===== src/hw/graphics_ram_pkg.sv =====
// constants, encodings and state type for the graphics RAM write path
package graphics_ram_pkg;
  // register byte offsets on the AHB-Lite slave
  localparam logic [7:0]  OFS_ENTRY    = 8'h00;
  localparam logic [7:0]  OFS_COMPARE  = 8'h04;
  localparam logic [7:0]  OFS_MASK     = 8'h08;
  localparam logic [7:0]  OFS_ADDR     = 8'h0c;
  localparam logic [7:0]  OFS_STATUS   = 8'h10;
  // entry mode field positions
  localparam int          ENTRY_SWP    = 8;
  localparam int          ENTRY_DIR    = 4;
  localparam int          ENTRY_AM     = 3;
  localparam int          ENTRY_OP_HI  = 2;
  // status field positions
  localparam int          STAT_PHASE   = 8;
  localparam int          STAT_BUSY    = 9;
  // reset values
  localparam logic [15:0] ENTRY_RST    = 16'h0000;
  localparam logic [7:0]  COMPARE_RST  = 8'h00;
  localparam logic [15:0] MASK_RST     = 16'h0000;
  localparam logic [14:0] ADDR_RST     = 15'h0000;
  localparam logic [7:0]  INDEX_RST    = 8'h00;
  // host pin interface
  localparam logic [1:0]  IFSEL_68_8   = 2'b01;
  localparam logic [1:0]  IFSEL_80_8   = 2'b11;
  localparam logic [7:0]  IDX_RAM_DATA = 8'h22;
  localparam logic [7:0]  SYNC_BYTE    = 8'h00;
  localparam logic [2:0]  SYNC_COUNT   = 3'h4;
  // address counter geometry: column in bits 7:0, raster row in 14:8
  localparam logic [7:0]  COL_FIRST    = 8'h00;
  localparam logic [7:0]  COL_LAST     = 8'h3f;
  localparam logic [6:0]  ROW_FIRST    = 7'h00;
  localparam logic [6:0]  ROW_LAST     = 7'h4f;
  localparam logic [14:0] AC_VSTEP     = 15'h0100;
  // logical and compare operations
  typedef enum logic [2:0] {
    OP_REPLACE  = 3'h0,
    OP_OR       = 3'h1,
    OP_AND      = 3'h2,
    OP_XOR      = 3'h3,
    OP_EQ_LATCH = 3'h4,
    OP_NE_LATCH = 3'h5,
    OP_EQ_HOST  = 3'h6,
    OP_NE_HOST  = 3'h7
  } op_t;
  // write sequencer states, gray along idle-read-latch-write
  typedef enum logic [1:0] {
    ST_IDLE  = 2'b00,
    ST_READ  = 2'b01,
    ST_LATCH = 2'b11,
    ST_WRITE = 2'b10
  } wr_state_t;
endpackage : graphics_ram_pkg


===== src/hw/pixel_op_unit.sv =====
// per-byte logical and compare operation between host word, read latch and compare value
`timescale 1ns/1ns
module pixel_op_unit
  import graphics_ram_pkg::*;
(
  // clock for checks only
  input  wire logic        clk,
  input  wire logic        rst,
  // operands
  input  wire op_t         op,
  input  wire logic [15:0] host_word,
  input  wire logic [15:0] latch_word,
  input  wire logic [7:0]  compare_value,
  // results
  output logic [15:0]      result,
  output logic [1:0]       byte_ok,
  output logic             need_read
);
  assign result    = (op == OP_OR)  ? (latch_word | host_word) :
                     (op == OP_AND) ? (latch_word & host_word) :
                     (op == OP_XOR) ? (latch_word ^ host_word) : host_word;
  // read only where latch is used
  assign need_read = (op != OP_REPLACE) && (op != OP_EQ_HOST) && (op != OP_NE_HOST);

  genvar b;
  generate
    for (b = 0; b < 2; b++) begin : g_byte
      wire logic lat_eq = (latch_word[8*b +: 8] == compare_value);
      wire logic hst_eq = (host_word[8*b +: 8] == compare_value);
      assign byte_ok[b] = (op == OP_EQ_LATCH) ? lat_eq :
                          (op == OP_NE_LATCH) ? !lat_eq :
                          (op == OP_EQ_HOST)  ? hst_eq :
                          (op == OP_NE_HOST)  ? !hst_eq : 1'b1;
    end
  endgenerate
endmodule : pixel_op_unit


===== src/hw/graphics_ram_write_path.sv =====
// host write path into graphics RAM: byte pairing, swap, operations, mask, address counter
`timescale 1ns/1ns
module graphics_ram_write_path
  import graphics_ram_pkg::*;
(
  // clock and reset
  input  wire logic        clk,
  input  wire logic        rst,
  // AHB-Lite slave
  input  wire logic        hsel,
  input  wire logic [31:0] haddr,
  input  wire logic [1:0]  htrans,
  input  wire logic        hwrite,
  input  wire logic [2:0]  hsize,
  input  wire logic        hready,
  input  wire logic [31:0] hwdata,
  output logic [31:0]      hrdata,
  output logic             hreadyout,
  output logic             hresp,
  // host parallel pins
  input  wire logic [1:0]  interface_select_pins,
  input  wire logic [7:0]  db_upper,
  input  wire logic        reg_select,
  input  wire logic        e_strobe,
  input  wire logic        rw_sel,
  input  wire logic        wr_n,
  // graphics RAM port
  output logic [14:0]      ram_addr,
  output logic             ram_re,
  input  wire logic [15:0] ram_rdata,
  output logic             ram_we,
  output logic [15:0]      ram_wdata,
  output logic [15:0]      ram_bwe
);
  // registers
  logic [15:0] entry_r;
  logic [7:0]  compare_r;
  logic [15:0] mask_r;
  logic [14:0] ac_r;
  logic [7:0]  index_r;
  logic [7:0]  hi_byte_r;
  logic        phase_r;
  logic [2:0]  zero_cnt_r;
  logic        e_q_r;
  logic        wr_n_q_r;
  logic [15:0] word_r;
  logic [15:0] latch_r;
  logic [15:0] wdata_r;
  logic [15:0] bwe_r;
  logic [31:0] rdata_r;
  logic        dp_write_r;
  logic [7:0]  dp_addr_r;
  wr_state_t   state_r;
  wr_state_t   state_nxt;

  // AHB-Lite address phase decode
  wire logic        ahb_take  = hsel && htrans[1] && hready;
  wire logic        ahb_wr    = dp_write_r;
  wire logic        sel_entry = (dp_addr_r == OFS_ENTRY);
  wire logic        sel_cmp   = (dp_addr_r == OFS_COMPARE);
  wire logic        sel_mask  = (dp_addr_r == OFS_MASK);
  wire logic        sel_addr  = (dp_addr_r == OFS_ADDR);
  wire logic [7:0]  rd_ofs    = haddr[7:0];
  wire logic [31:0] status_w  = {22'h000000, state_r != ST_IDLE, phase_r, index_r};
  wire logic [31:0] rd_mux    = (rd_ofs == OFS_ENTRY)   ? {16'h0000, entry_r} :
                                (rd_ofs == OFS_COMPARE) ? {24'h000000, compare_r} :
                                (rd_ofs == OFS_MASK)    ? {16'h0000, mask_r} :
                                (rd_ofs == OFS_ADDR)    ? {17'h00000, ac_r} :
                                (rd_ofs == OFS_STATUS)  ? status_w : 32'h00000000;
  assign hrdata    = rdata_r;
  assign hreadyout = 1'b1;
  assign hresp     = 1'b0;

  // AHB-Lite phase registers and read data
  always_ff @(posedge clk) begin
    if (rst) begin
      dp_write_r <= 1'b0;
      dp_addr_r  <= OFS_ENTRY;
      rdata_r    <= 32'h00000000;
    end else begin
      dp_write_r <= ahb_take && hwrite;
      dp_addr_r  <= haddr[7:0];
      if (ahb_take && !hwrite) begin
        rdata_r <= rd_mux;
      end
    end
  end

  always_ff @(posedge clk) begin
    if (rst) begin
      entry_r   <= ENTRY_RST;
      compare_r <= COMPARE_RST;
      mask_r    <= MASK_RST;
    end else if (ahb_wr) begin
      if (sel_entry) entry_r <= hwdata[15:0] & 16'h011f;
      if (sel_cmp)   compare_r <= hwdata[7:0];
      if (sel_mask)  mask_r <= hwdata[15:0];
    end
  end

  // entry mode fields
  wire logic swap_en  = entry_r[ENTRY_SWP];
  wire logic step_up  = entry_r[ENTRY_DIR];
  wire logic vertical = entry_r[ENTRY_AM];
  wire op_t  op_sel   = op_t'(entry_r[ENTRY_OP_HI:0]);

  wire logic strobe_68 = (interface_select_pins == IFSEL_68_8) && e_q_r && !e_strobe && !rw_sel;
  wire logic strobe_80 = (interface_select_pins == IFSEL_80_8) && !wr_n_q_r && wr_n;
  wire logic byte_in   = strobe_68 || strobe_80;
  wire logic zero_byte = byte_in && !reg_select && (db_upper == SYNC_BYTE);
  wire logic sync_hit  = zero_byte && (zero_cnt_r == SYNC_COUNT - 3'h1);
  // word completes on the lower byte
  wire logic word_done = byte_in && phase_r && !sync_hit;
  wire logic [15:0] word_in  = {hi_byte_r, db_upper};
  wire logic [15:0] word_swp = swap_en ? {word_in[7:0], word_in[15:8]} : word_in;
  wire logic data_go  = word_done && reg_select && (index_r == IDX_RAM_DATA) && (state_r == ST_IDLE);

  // strobe edges, byte pairing and resync
  always_ff @(posedge clk) begin
    if (rst) begin
      e_q_r      <= 1'b0;
      wr_n_q_r   <= 1'b1;
      phase_r    <= 1'b0;
      hi_byte_r  <= 8'h00;
      zero_cnt_r <= 3'h0;
      index_r    <= INDEX_RST;
    end else begin
      e_q_r    <= e_strobe;
      wr_n_q_r <= wr_n;
      if (byte_in) begin
        zero_cnt_r <= (zero_byte && !sync_hit) ? zero_cnt_r + 3'h1 : 3'h0;
        if (sync_hit) begin
          phase_r <= 1'b0;
        end else begin
          phase_r <= !phase_r;
        end
        if (!phase_r) hi_byte_r <= db_upper;
        // index taken from the lower byte of a pair
        if (word_done && !reg_select) index_r <= db_upper;
      end
    end
  end

  // operation unit
  wire logic [15:0] op_latch = (state_r == ST_LATCH) ? ram_rdata : latch_r;
  wire logic [15:0] op_host  = (state_r == ST_IDLE) ? word_swp : word_r;
  logic [15:0] op_result;
  logic [1:0]  op_ok;
  logic        op_need_read;
  pixel_op_unit u_op (
    .clk           (clk),
    .rst           (rst),
    .op            (op_sel),
    .host_word     (op_host),
    .latch_word    (op_latch),
    .compare_value (compare_r),
    .result        (op_result),
    .byte_ok       (op_ok),
    .need_read     (op_need_read)
  );
  // mask gates per-bit enables after swap and operation
  wire logic [15:0] bwe_calc = ~mask_r & {{8{op_ok[1]}}, {8{op_ok[0]}}};

  // write sequencer next state
  always_comb begin
    state_nxt = state_r;
    unique case (state_r)
      ST_IDLE:  if (data_go) state_nxt = op_need_read ? ST_READ : ST_WRITE;
      ST_READ:  state_nxt = ST_LATCH;
      ST_LATCH: state_nxt = ST_WRITE;
      ST_WRITE: state_nxt = ST_IDLE;
    endcase
  end
  assign ram_re    = (state_r == ST_READ);
  assign ram_we    = (state_r == ST_WRITE);
  assign ram_addr  = ac_r;
  assign ram_wdata = wdata_r;
  assign ram_bwe   = bwe_r;

  // sequencer, latch and write data
  always_ff @(posedge clk) begin
    if (rst) begin
      state_r <= ST_IDLE;
      word_r  <= 16'h0000;
      latch_r <= 16'h0000;
      wdata_r <= 16'h0000;
      bwe_r   <= 16'h0000;
    end else begin
      state_r <= state_nxt;
      if (data_go) word_r <= word_swp;
      // original word held in read latch
      if (state_r == ST_LATCH) latch_r <= ram_rdata;
      if (state_nxt == ST_WRITE) begin
        wdata_r <= op_result;
        bwe_r   <= bwe_calc;
      end
    end
  end

  // address counter step terms
  wire logic [7:0]  col     = ac_r[7:0];
  wire logic [6:0]  row     = ac_r[14:8];
  wire logic [6:0]  row_inc = (row == ROW_LAST) ? ROW_FIRST : row + 7'h01;
  wire logic        h_wrap  = step_up ? (col == COL_LAST) : (col == COL_FIRST);
  wire logic [7:0]  h_col   = step_up ? ((col == COL_LAST) ? COL_FIRST : col + 8'h01) :
                                        ((col == COL_FIRST) ? COL_LAST : col - 8'h01);
  wire logic [14:0] ac_h    = {h_wrap ? row_inc : row, h_col};
  // vertical step, wrap to top edge
  wire logic [14:0] ac_v    = (row == ROW_LAST) ? {ROW_FIRST, step_up ? COL_LAST : COL_FIRST} : ac_r + AC_VSTEP;
  wire logic [14:0] ac_step = vertical ? ac_v : ac_h;

  // address counter: software load, else step after each RAM write
  always_ff @(posedge clk) begin
    if (rst) begin
      ac_r <= ADDR_RST;
    end else if (ahb_wr && sel_addr) begin
      ac_r <= hwdata[14:0];
    end else if (state_r == ST_WRITE) begin
      ac_r <= ac_step;
    end
  end
endmodule : graphics_ram_write_path


===== config.mk =====
export PLATFORM = sky130hd
export DESIGN_NAME = graphics_ram_write_path
export DESIGN_NICKNAME = d
export VERILOG_FILES = /design/src/hw/graphics_ram_pkg.sv /design/src/hw/pixel_op_unit.sv /design/src/hw/graphics_ram_write_path.sv
export SDC_FILE = /design/constraint.sdc
export NUM_CORES = 1
export LEC_CHECK = 0
export BUFFER_PORTS_ARGS = -buffer_cell sky130_fd_sc_hd__clkbuf_2
export CAP_MARGIN = 10
export CORE_UTILIZATION = 50
export DETAILED_ROUTE_END_ITERATION = 12
export GPL_TIMING_DRIVEN = 0
export PLACE_DENSITY = 0.77
export SETUP_SLACK_MARGIN = 0.4
export SLEW_MARGIN = 40
export SYNTH_ARGS = -nofsm -noshare
export SYNTH_HDL_FRONTEND = slang
export SYNTH_SLANG_ARGS = --single-unit
export TNS_END_PERCENT = 50

===== constraint.sdc =====
create_clock -name clk -period 2.9 [get_ports clk]
set_clock_uncertainty 0.2 [all_clocks]
set_input_delay 0.58 -clock clk [delete_from_list [all_inputs] [get_ports clk]]
set_output_delay 0.58 -clock clk [all_outputs]
set_load 0.01 [all_outputs]

* Yosys cells after proc, flatten, opt, wreduce, memory -nomap -nowiden
Cells that the tools add are included.
** Word-level totals
- Register bits after elaboration :: 174
- Latch bits :: 0
- RAM bits :: 0
- Memory bits (read-only) :: 0
- Output and inout port bits :: 83
- Word-level logic and storage cells :: 144
- Memories kept :: 0
** Cells by class
- $add $sub $neg :: 5
- $mul :: 0
- Div/mod/pow operators :: 0
- Order comparisons :: 0
- Eq/ne operators :: 30
- Shifts and indexed selects :: 0
- Muxes and demuxes :: 35
- Bitwise logic cells :: 6
- Reduce and logical (&&, ||, !) cells :: 49
** Operators with widths (number)
- $mux 16 :: 9
- $mux 15 :: 5
- $and 16x16->16 :: 2
- $eq 8x4->1 const B :: 4
- $eq 8x8->1 :: 4
- $logic_not 8->1 :: 4
- $mux 8 :: 3
- $logic_and 1x1->1 :: 22
- $eq 8x3->1 const B :: 2
- $eq 8x6->1 const B :: 2
- $not 16->16 :: 1
- $or 16x16->16 :: 1
- $xor 16x16->16 :: 1
- $add 15x9->15 const B :: 1
- $mux 7 :: 2
- $eq 3x3->1 const B :: 4
- $reduce_and 2->1 :: 6
- $logic_not 1->1 :: 11
- $mux 1 :: 10
- $mux 10 :: 1
- $eq 3x2->1 const B :: 3
- $add 8x1->8 const B :: 1
- $eq 2x2->1 const B :: 4
- $eq 8x5->1 const B :: 1
- other kinds (16) :: 21

* Longest topological paths before layout
- Depth in word-level cells :: 16
- Mapped depth :: 12
- Mapped depth without buffers :: 10

* Cells and area by module
Synthesis repeated with hierarchy kept, for this count alone.
** Second synthesis, totals
- Cell total of the unflattened synthesis :: 1072
- Area, all modules :: 9250.1 um^2
** Modules (own cells, without submodules)
- graphics_ram_write_path :: times used 1, cells each 870, area an instance 7688.6 um^2, seq. area each 3163.0 um^2
- pixel_op_unit :: times used 1, cells each 202, area an instance 1561.5 um^2, seq. area each 0.0 um^2

* Worst setup path after synthesis
OpenSTA, ideal clock, no wires.
- Path type :: input to register
- Start point :: input port interface_select_pins[1]
- End point :: register bwe_r[6], in the netlist ram_bwe[6]
- Arrival time :: 2443 ps
- Data required time :: 2583 ps
- Setup slack :: 140 ps
- Stages on the path :: 10
- Cells stage by stage :: nor4b_2 > o21ai_2 > or4_1 > buf_2 > nand2b_1 > and2_1 > buf_2 > nor2_2 > buf_2 > a22o_1
** Between the ends
- Cells in the longest elaborated chain, start to end :: 16
** RTL lines
- start: declaration :: line graphics_ram_write_path.sv:21 : input wire logic [1:0] interface_select_pins,
- $eq 2x1->1 :: line graphics_ram_write_path.sv:107 : wire logic strobe_68 = (interface_select_pins == IFSEL_68_8) && e_q_r && !e_strobe && !rw_sel;
- $logic_and 1x1->1 (3 in a row) :: line graphics_ram_write_path.sv:107
- $logic_or 1x1->1 (*) :: line graphics_ram_write_path.sv:109 : wire logic byte_in = strobe_68 || strobe_80;
- $logic_and 1x1->1 (2 in a row) :: line graphics_ram_write_path.sv:110 : wire logic zero_byte = byte_in && !reg_select && (db_upper == SYNC_BYTE);
- $logic_and 1x1->1 :: line graphics_ram_write_path.sv:111 : wire logic sync_hit = zero_byte && (zero_cnt_r == SYNC_COUNT - 3'h1);
- $logic_not 1->1 :: line graphics_ram_write_path.sv:113 : wire logic word_done = byte_in && phase_r && !sync_hit;
- $logic_and 1x1->1 (*) :: line graphics_ram_write_path.sv:113
- $logic_and 1x1->1 (*) (3 in a row) :: line graphics_ram_write_path.sv:116 : wire logic data_go = word_done && reg_select && (index_r == IDX_RAM_DATA) && (state_r == ST_IDLE);
- $mux 2 (*) :: line graphics_ram_write_path.sv:168 : ST_IDLE: if (data_go) state_nxt = op_need_read ? ST_READ : ST_WRITE;
- $pmux 2 s4 (*) :: line graphics_ram_write_path.sv:167 : unique case (state_r)
- $eq 2x2->1 (*) :: line graphics_ram_write_path.sv:193 : if (state_nxt == ST_WRITE) begin
- end signal: assignment :: line graphics_ram_write_path.sv:195 : bwe_r <= bwe_calc;
- end: declaration :: line graphics_ram_write_path.sv:49 : logic [15:0] bwe_r;
Every way passes the cells marked *; elsewhere a longest branch is shown, timed or not.
A chain may end at the register's enable or synchronous reset.

* Worst setup path in the final report
- Start point :: register state_r[0]
- End point :: register bwe_r[11], in the netlist ram_bwe[11]
** Between the ends
- Cells in the longest elaborated chain, start to end :: 9
** RTL lines
- start: declaration :: line graphics_ram_write_path.sv:53 : wr_state_t state_r;
- start signal: assignment :: line graphics_ram_write_path.sv:189 : state_r <= state_nxt;
- $logic_not 2->1 :: line graphics_ram_write_path.sv:116, graphics_ram_write_path.sv:146, graphics_ram_write_path.sv:167
- $mux 16 :: line graphics_ram_write_path.sv:146 : wire logic [15:0] op_host = (state_r == ST_IDLE) ? word_swp : word_r;
- $eq 8x8->1 :: line pixel_op_unit.sv:29 : wire logic hst_eq = (host_word[8*b +: 8] == compare_value);
- $logic_not 1->1 :: line pixel_op_unit.sv:33 : (op == OP_NE_HOST) ? !hst_eq : 1'b1;
- $mux 1 :: line pixel_op_unit.sv:33
- $mux 1 :: line pixel_op_unit.sv:32 : (op == OP_EQ_HOST) ? hst_eq :
- $mux 1 :: line pixel_op_unit.sv:31 : (op == OP_NE_LATCH) ? !lat_eq :
- $mux 1 :: line pixel_op_unit.sv:30 : assign byte_ok[b] = (op == OP_EQ_LATCH) ? lat_eq :
- $and 16x16->16 :: line graphics_ram_write_path.sv:162 : wire logic [15:0] bwe_calc = ~mask_r & {{8{op_ok[1]}}, {8{op_ok[0]}}};
Several ways; a longest one is shown, not always the timed one.

==> run_results.csv <==
group,metric,value,unit
synthesis,async_flop_share,0,%
sta,setup_violations,0,
final_layout,fin_area,0.0117,mm^2
synthesis,syn-cell-area,0.00908,mm^2
global_routing,antenna_found_initial,0,
global_routing,grt_pass1_vias,8395,
sta,period_minus_slack,2.68,ns
critical_path,cp_max_fo,8,
final_layout,n_antenna_cell,0,
synthesis,synth_top_cell_by_area,"dfxtp_1",
clock_tree,cts_tree,"built",
synthesis,yosysUniqueCellTypes,70,
run,cap_violations,0,
synthesis,ys_top_cells_by_area,"dfxtp_1 35%, mux2i_1 9.6%, nor2_1 7.8%",
final_layout,final_nets,1437,
sta,max_slew_margin,49.4,%
pwr,switching_share,23.8,%
clock_tree,clk_latency,0.44,ns
die,io_pins,187,
drt,wirelength,29700,um
sta,fin_crit_sh,92.6,%
final_layout,most-common-layout-cells,"187 x nor2_1, 152 x dfxtp_1, 130 x clkbuf_2",
placed_design,pre_cts_ws,-0.116,ns
placed_design,hpwl,20800,um
clock_tree,root_buffer,"clkbuf_16",
pwr,p_int,0.00374,W
die,dieArea,0.0187,mm^2
drt,wl_per_cell,19.4,um
sta,setup_ws,0.216,ns
pwr,vdd_drop_max,0.423,mV
die,rows,48,
critical_path,critical_path_class,"reg -> reg",
drt,vias,9253,
final_layout,drive_gt1_share,26.8,%
final_layout,nFillCells,1394,
drt,final_antenna_net_count,0,
drt,first_pass_iters,8,
final_layout,final_common_cell,"nor2_1",
pwr,switchingPower,0.00117,W
global_routing,grt_start_max_net_pins,17,
critical_path,cp.required,3.07,ns
global_routing,track_usage,31.1,%
synthesis,avgSynthCellArea,8.26,um^2
clock_tree,cts_buffers,17,
sta,fmax,373,MHz
clock_tree,clkTransAtPathRegs,0.07,ns
synthesis,ys_ff_latch,158,
die,fp.dieW,137,um
synthesis,synth_flop_cell,"dfxtp_1",
synthesis,ys_warn_count,0,
critical_path,arrival,2.86,ns
placed_design,gp_congestion,0.949,
sta,hold_viol_final,0,
drt,vias_per_cell,6.04,
sta,tns,0,ns
pwr,leakage,5.28,nW
hold_path,min-delay-path-class,"in -> reg",
synthesis,yosysTopAreaCellShare,34.8,%
sta,tightest_slew,0.759,ns
sta,grt_setup_unrepaired,"true",
final_layout,area.growth.synth_to_final,28.5,%
drt,drtIter0Drc,1027,
synthesis,postSynthCellCount,1099,
pwr,pwr-share-seq,44.8,%
pwr,clkPwrFrac,48.7,%
critical_path,startpoint_type,"register",
synthesis,ys_seq_area_share,34.8,%
status,status,"complete, no violations",
global_routing,grt_pass1_wl,44200,um
sta,slew_viol_final,0,
placed_design,dpl_cell_area,0.0101,mm^2
clock_tree,clock-sinks,158,
die,die_h,137,um
clock_tree,cts_buffer_depth,2,
placed_design,io_buffers,122,
synthesis,synth-edff-count,0,
critical_path,cp-end-kind,"register",
pwr,p_per_area,421,mW/mm^2
pwr,comb_power_share,6.6,%
global_routing,globalRoute.totalOverflow,0,
drt,post-route-drc-count,0,
clock_tree,cts.htree.levels,4,
die,initial_core_util,51.8,%
die,core-area,0.0175,mm^2
-- synth_stat cells (all sizes together), types with 11 or more instances --
library cell    n
a211oi         25
a21o           16
a21oi          76
a221oi         11
buf            43
clkbuf         54
dfxtp         158
ha             38
inv            57
mux2           13
mux2i          87
nand2          49
nand3          18
nor2          190
nor2b          13
nor3           24
nor4           15
o211ai         17
o21ai          25
o22a           16
xnor2          34
xor2           22
-- flip-flops by register name (all words and copies together), names as in the netlist, 2 cells and up --
| signal | cells |
|---|---|
| zero_cnt_r | 3 |
| state_r | 2 |
| hi_byte_r | 8 |
| ram_addr | 15 |
| mask_r | 16 |
| ram_wdata | 16 |
| index_r | 8 |
| hrdata | 16 |
| latch_r | 16 |
| entry_r | 6 |
| word_r | 16 |
| compare_r | 8 |
| ram_bwe | 16 |
| dp_addr_r | 8 |
-- what timing repair did --
item / CTS / global route
endpoints found under the setup margin: 63 / 81
buffers inserted: 13 / 23
hold buffers: 0 / 0
pin swaps: 17 / 32
gates cloned: 1 / 2
resized for setup: 84 / 85
-- final timing paths --
path	start	endpoint	slack (ns)	depth (start not counted)
worst min register to register	ram_bwe[12]	ram_bwe[12]	0.25	2
worst max register to register	state_r[0]	ram_bwe[11]	0.22	10
worst min-delay path	wr_n	wr_n_q_r	0.13	2
worst max-delay path	state_r[0]	ram_bwe[11]	0.22	10
-- metal layers --
metal / track usage, % / up-vias / wire length, um
met5: 0 / - / 0
met4: 14.8 / 0 / 1460
met1: 38.0 / 4369 / 11600
met3: 6.26 / 124 / 2770
met2: 52.1 / 532 / 13900
li1: - / 4228 / -
-- final cells by class --
type	count	area, um^2	area share (%)
multi-input cells	803	5800	49.7
repair buffers	161	960	8.23
well taps	225	282	2.41
plain buffers	97	604	5.18
clock buffers	22	474	4.06
clock inverters	10	151	1.30
inverters	57	220	1.89
flip-flops and latches	158	3170	27.2
-- stage by stage --
step	hold slack, ns	total power, W	cells	utilization [%]
finish	0.135	0.00491	1533	66.5
global route	0.134	0.00504	1533	66.5
CTS	0.133	0.00490	1508	63.5
detailed placement	0.243	0.00253	1462	57.5
global placement	0.239	0.00253	1462	57.5
floorplan	0.233	0.00241	1115	-
-- critical path: stages, from the launching register on --
cell and delay [ns]:
dfxtp_2 0.32, buf_6 0.11, and2_4 0.15, buf_8 0.12, o21ai_2 0.05, or3_4 0.37, a2111oi_4 0.38, nor3_2 0.13
xor2_1 0.19, a211o_4 0.42, o21ai_2 0.15
-- power groups by stage --
| stage | combinational [W] | clock (W) | sequential [W] |
|---|---|---|---|
| 6_report | 0.000322 | 0.00239 | 0.00220 |
| 5_1_grt | 0.000345 | 0.00250 | 0.00220 |
| 4_1_cts | 0.000305 | 0.00239 | 0.00220 |
| 3_5_place_dp | 0.000290 | 0 | 0.00224 |
| 3_3_place_gp | 0.000284 | 0 | 0.00224 |
| 2_1_floorplan | 0.000163 | 0 | 0.00224 |
-- cells by family (layout without fill, tap and decap cells) --
kind of cell / Yosys count / in the layout / share of synthesized area (%)
AOI/OAI and AO/OA: 239 / 239 / 18.0
xor gates and xnor gates: 56 / 56 / 5.40
adders and majority gates: 38 / 38 / 5.24
buffers and inverters: 154 / 347 / 7.48
DFF: 158 / 158 / 34.8
muxes: 100 / 100 / 11.2
other: 2 / 18 / 0.0827
and+or+nand+nor: 352 / 352 / 17.8
Note: power is estimated with default switching activity, not from simulation.
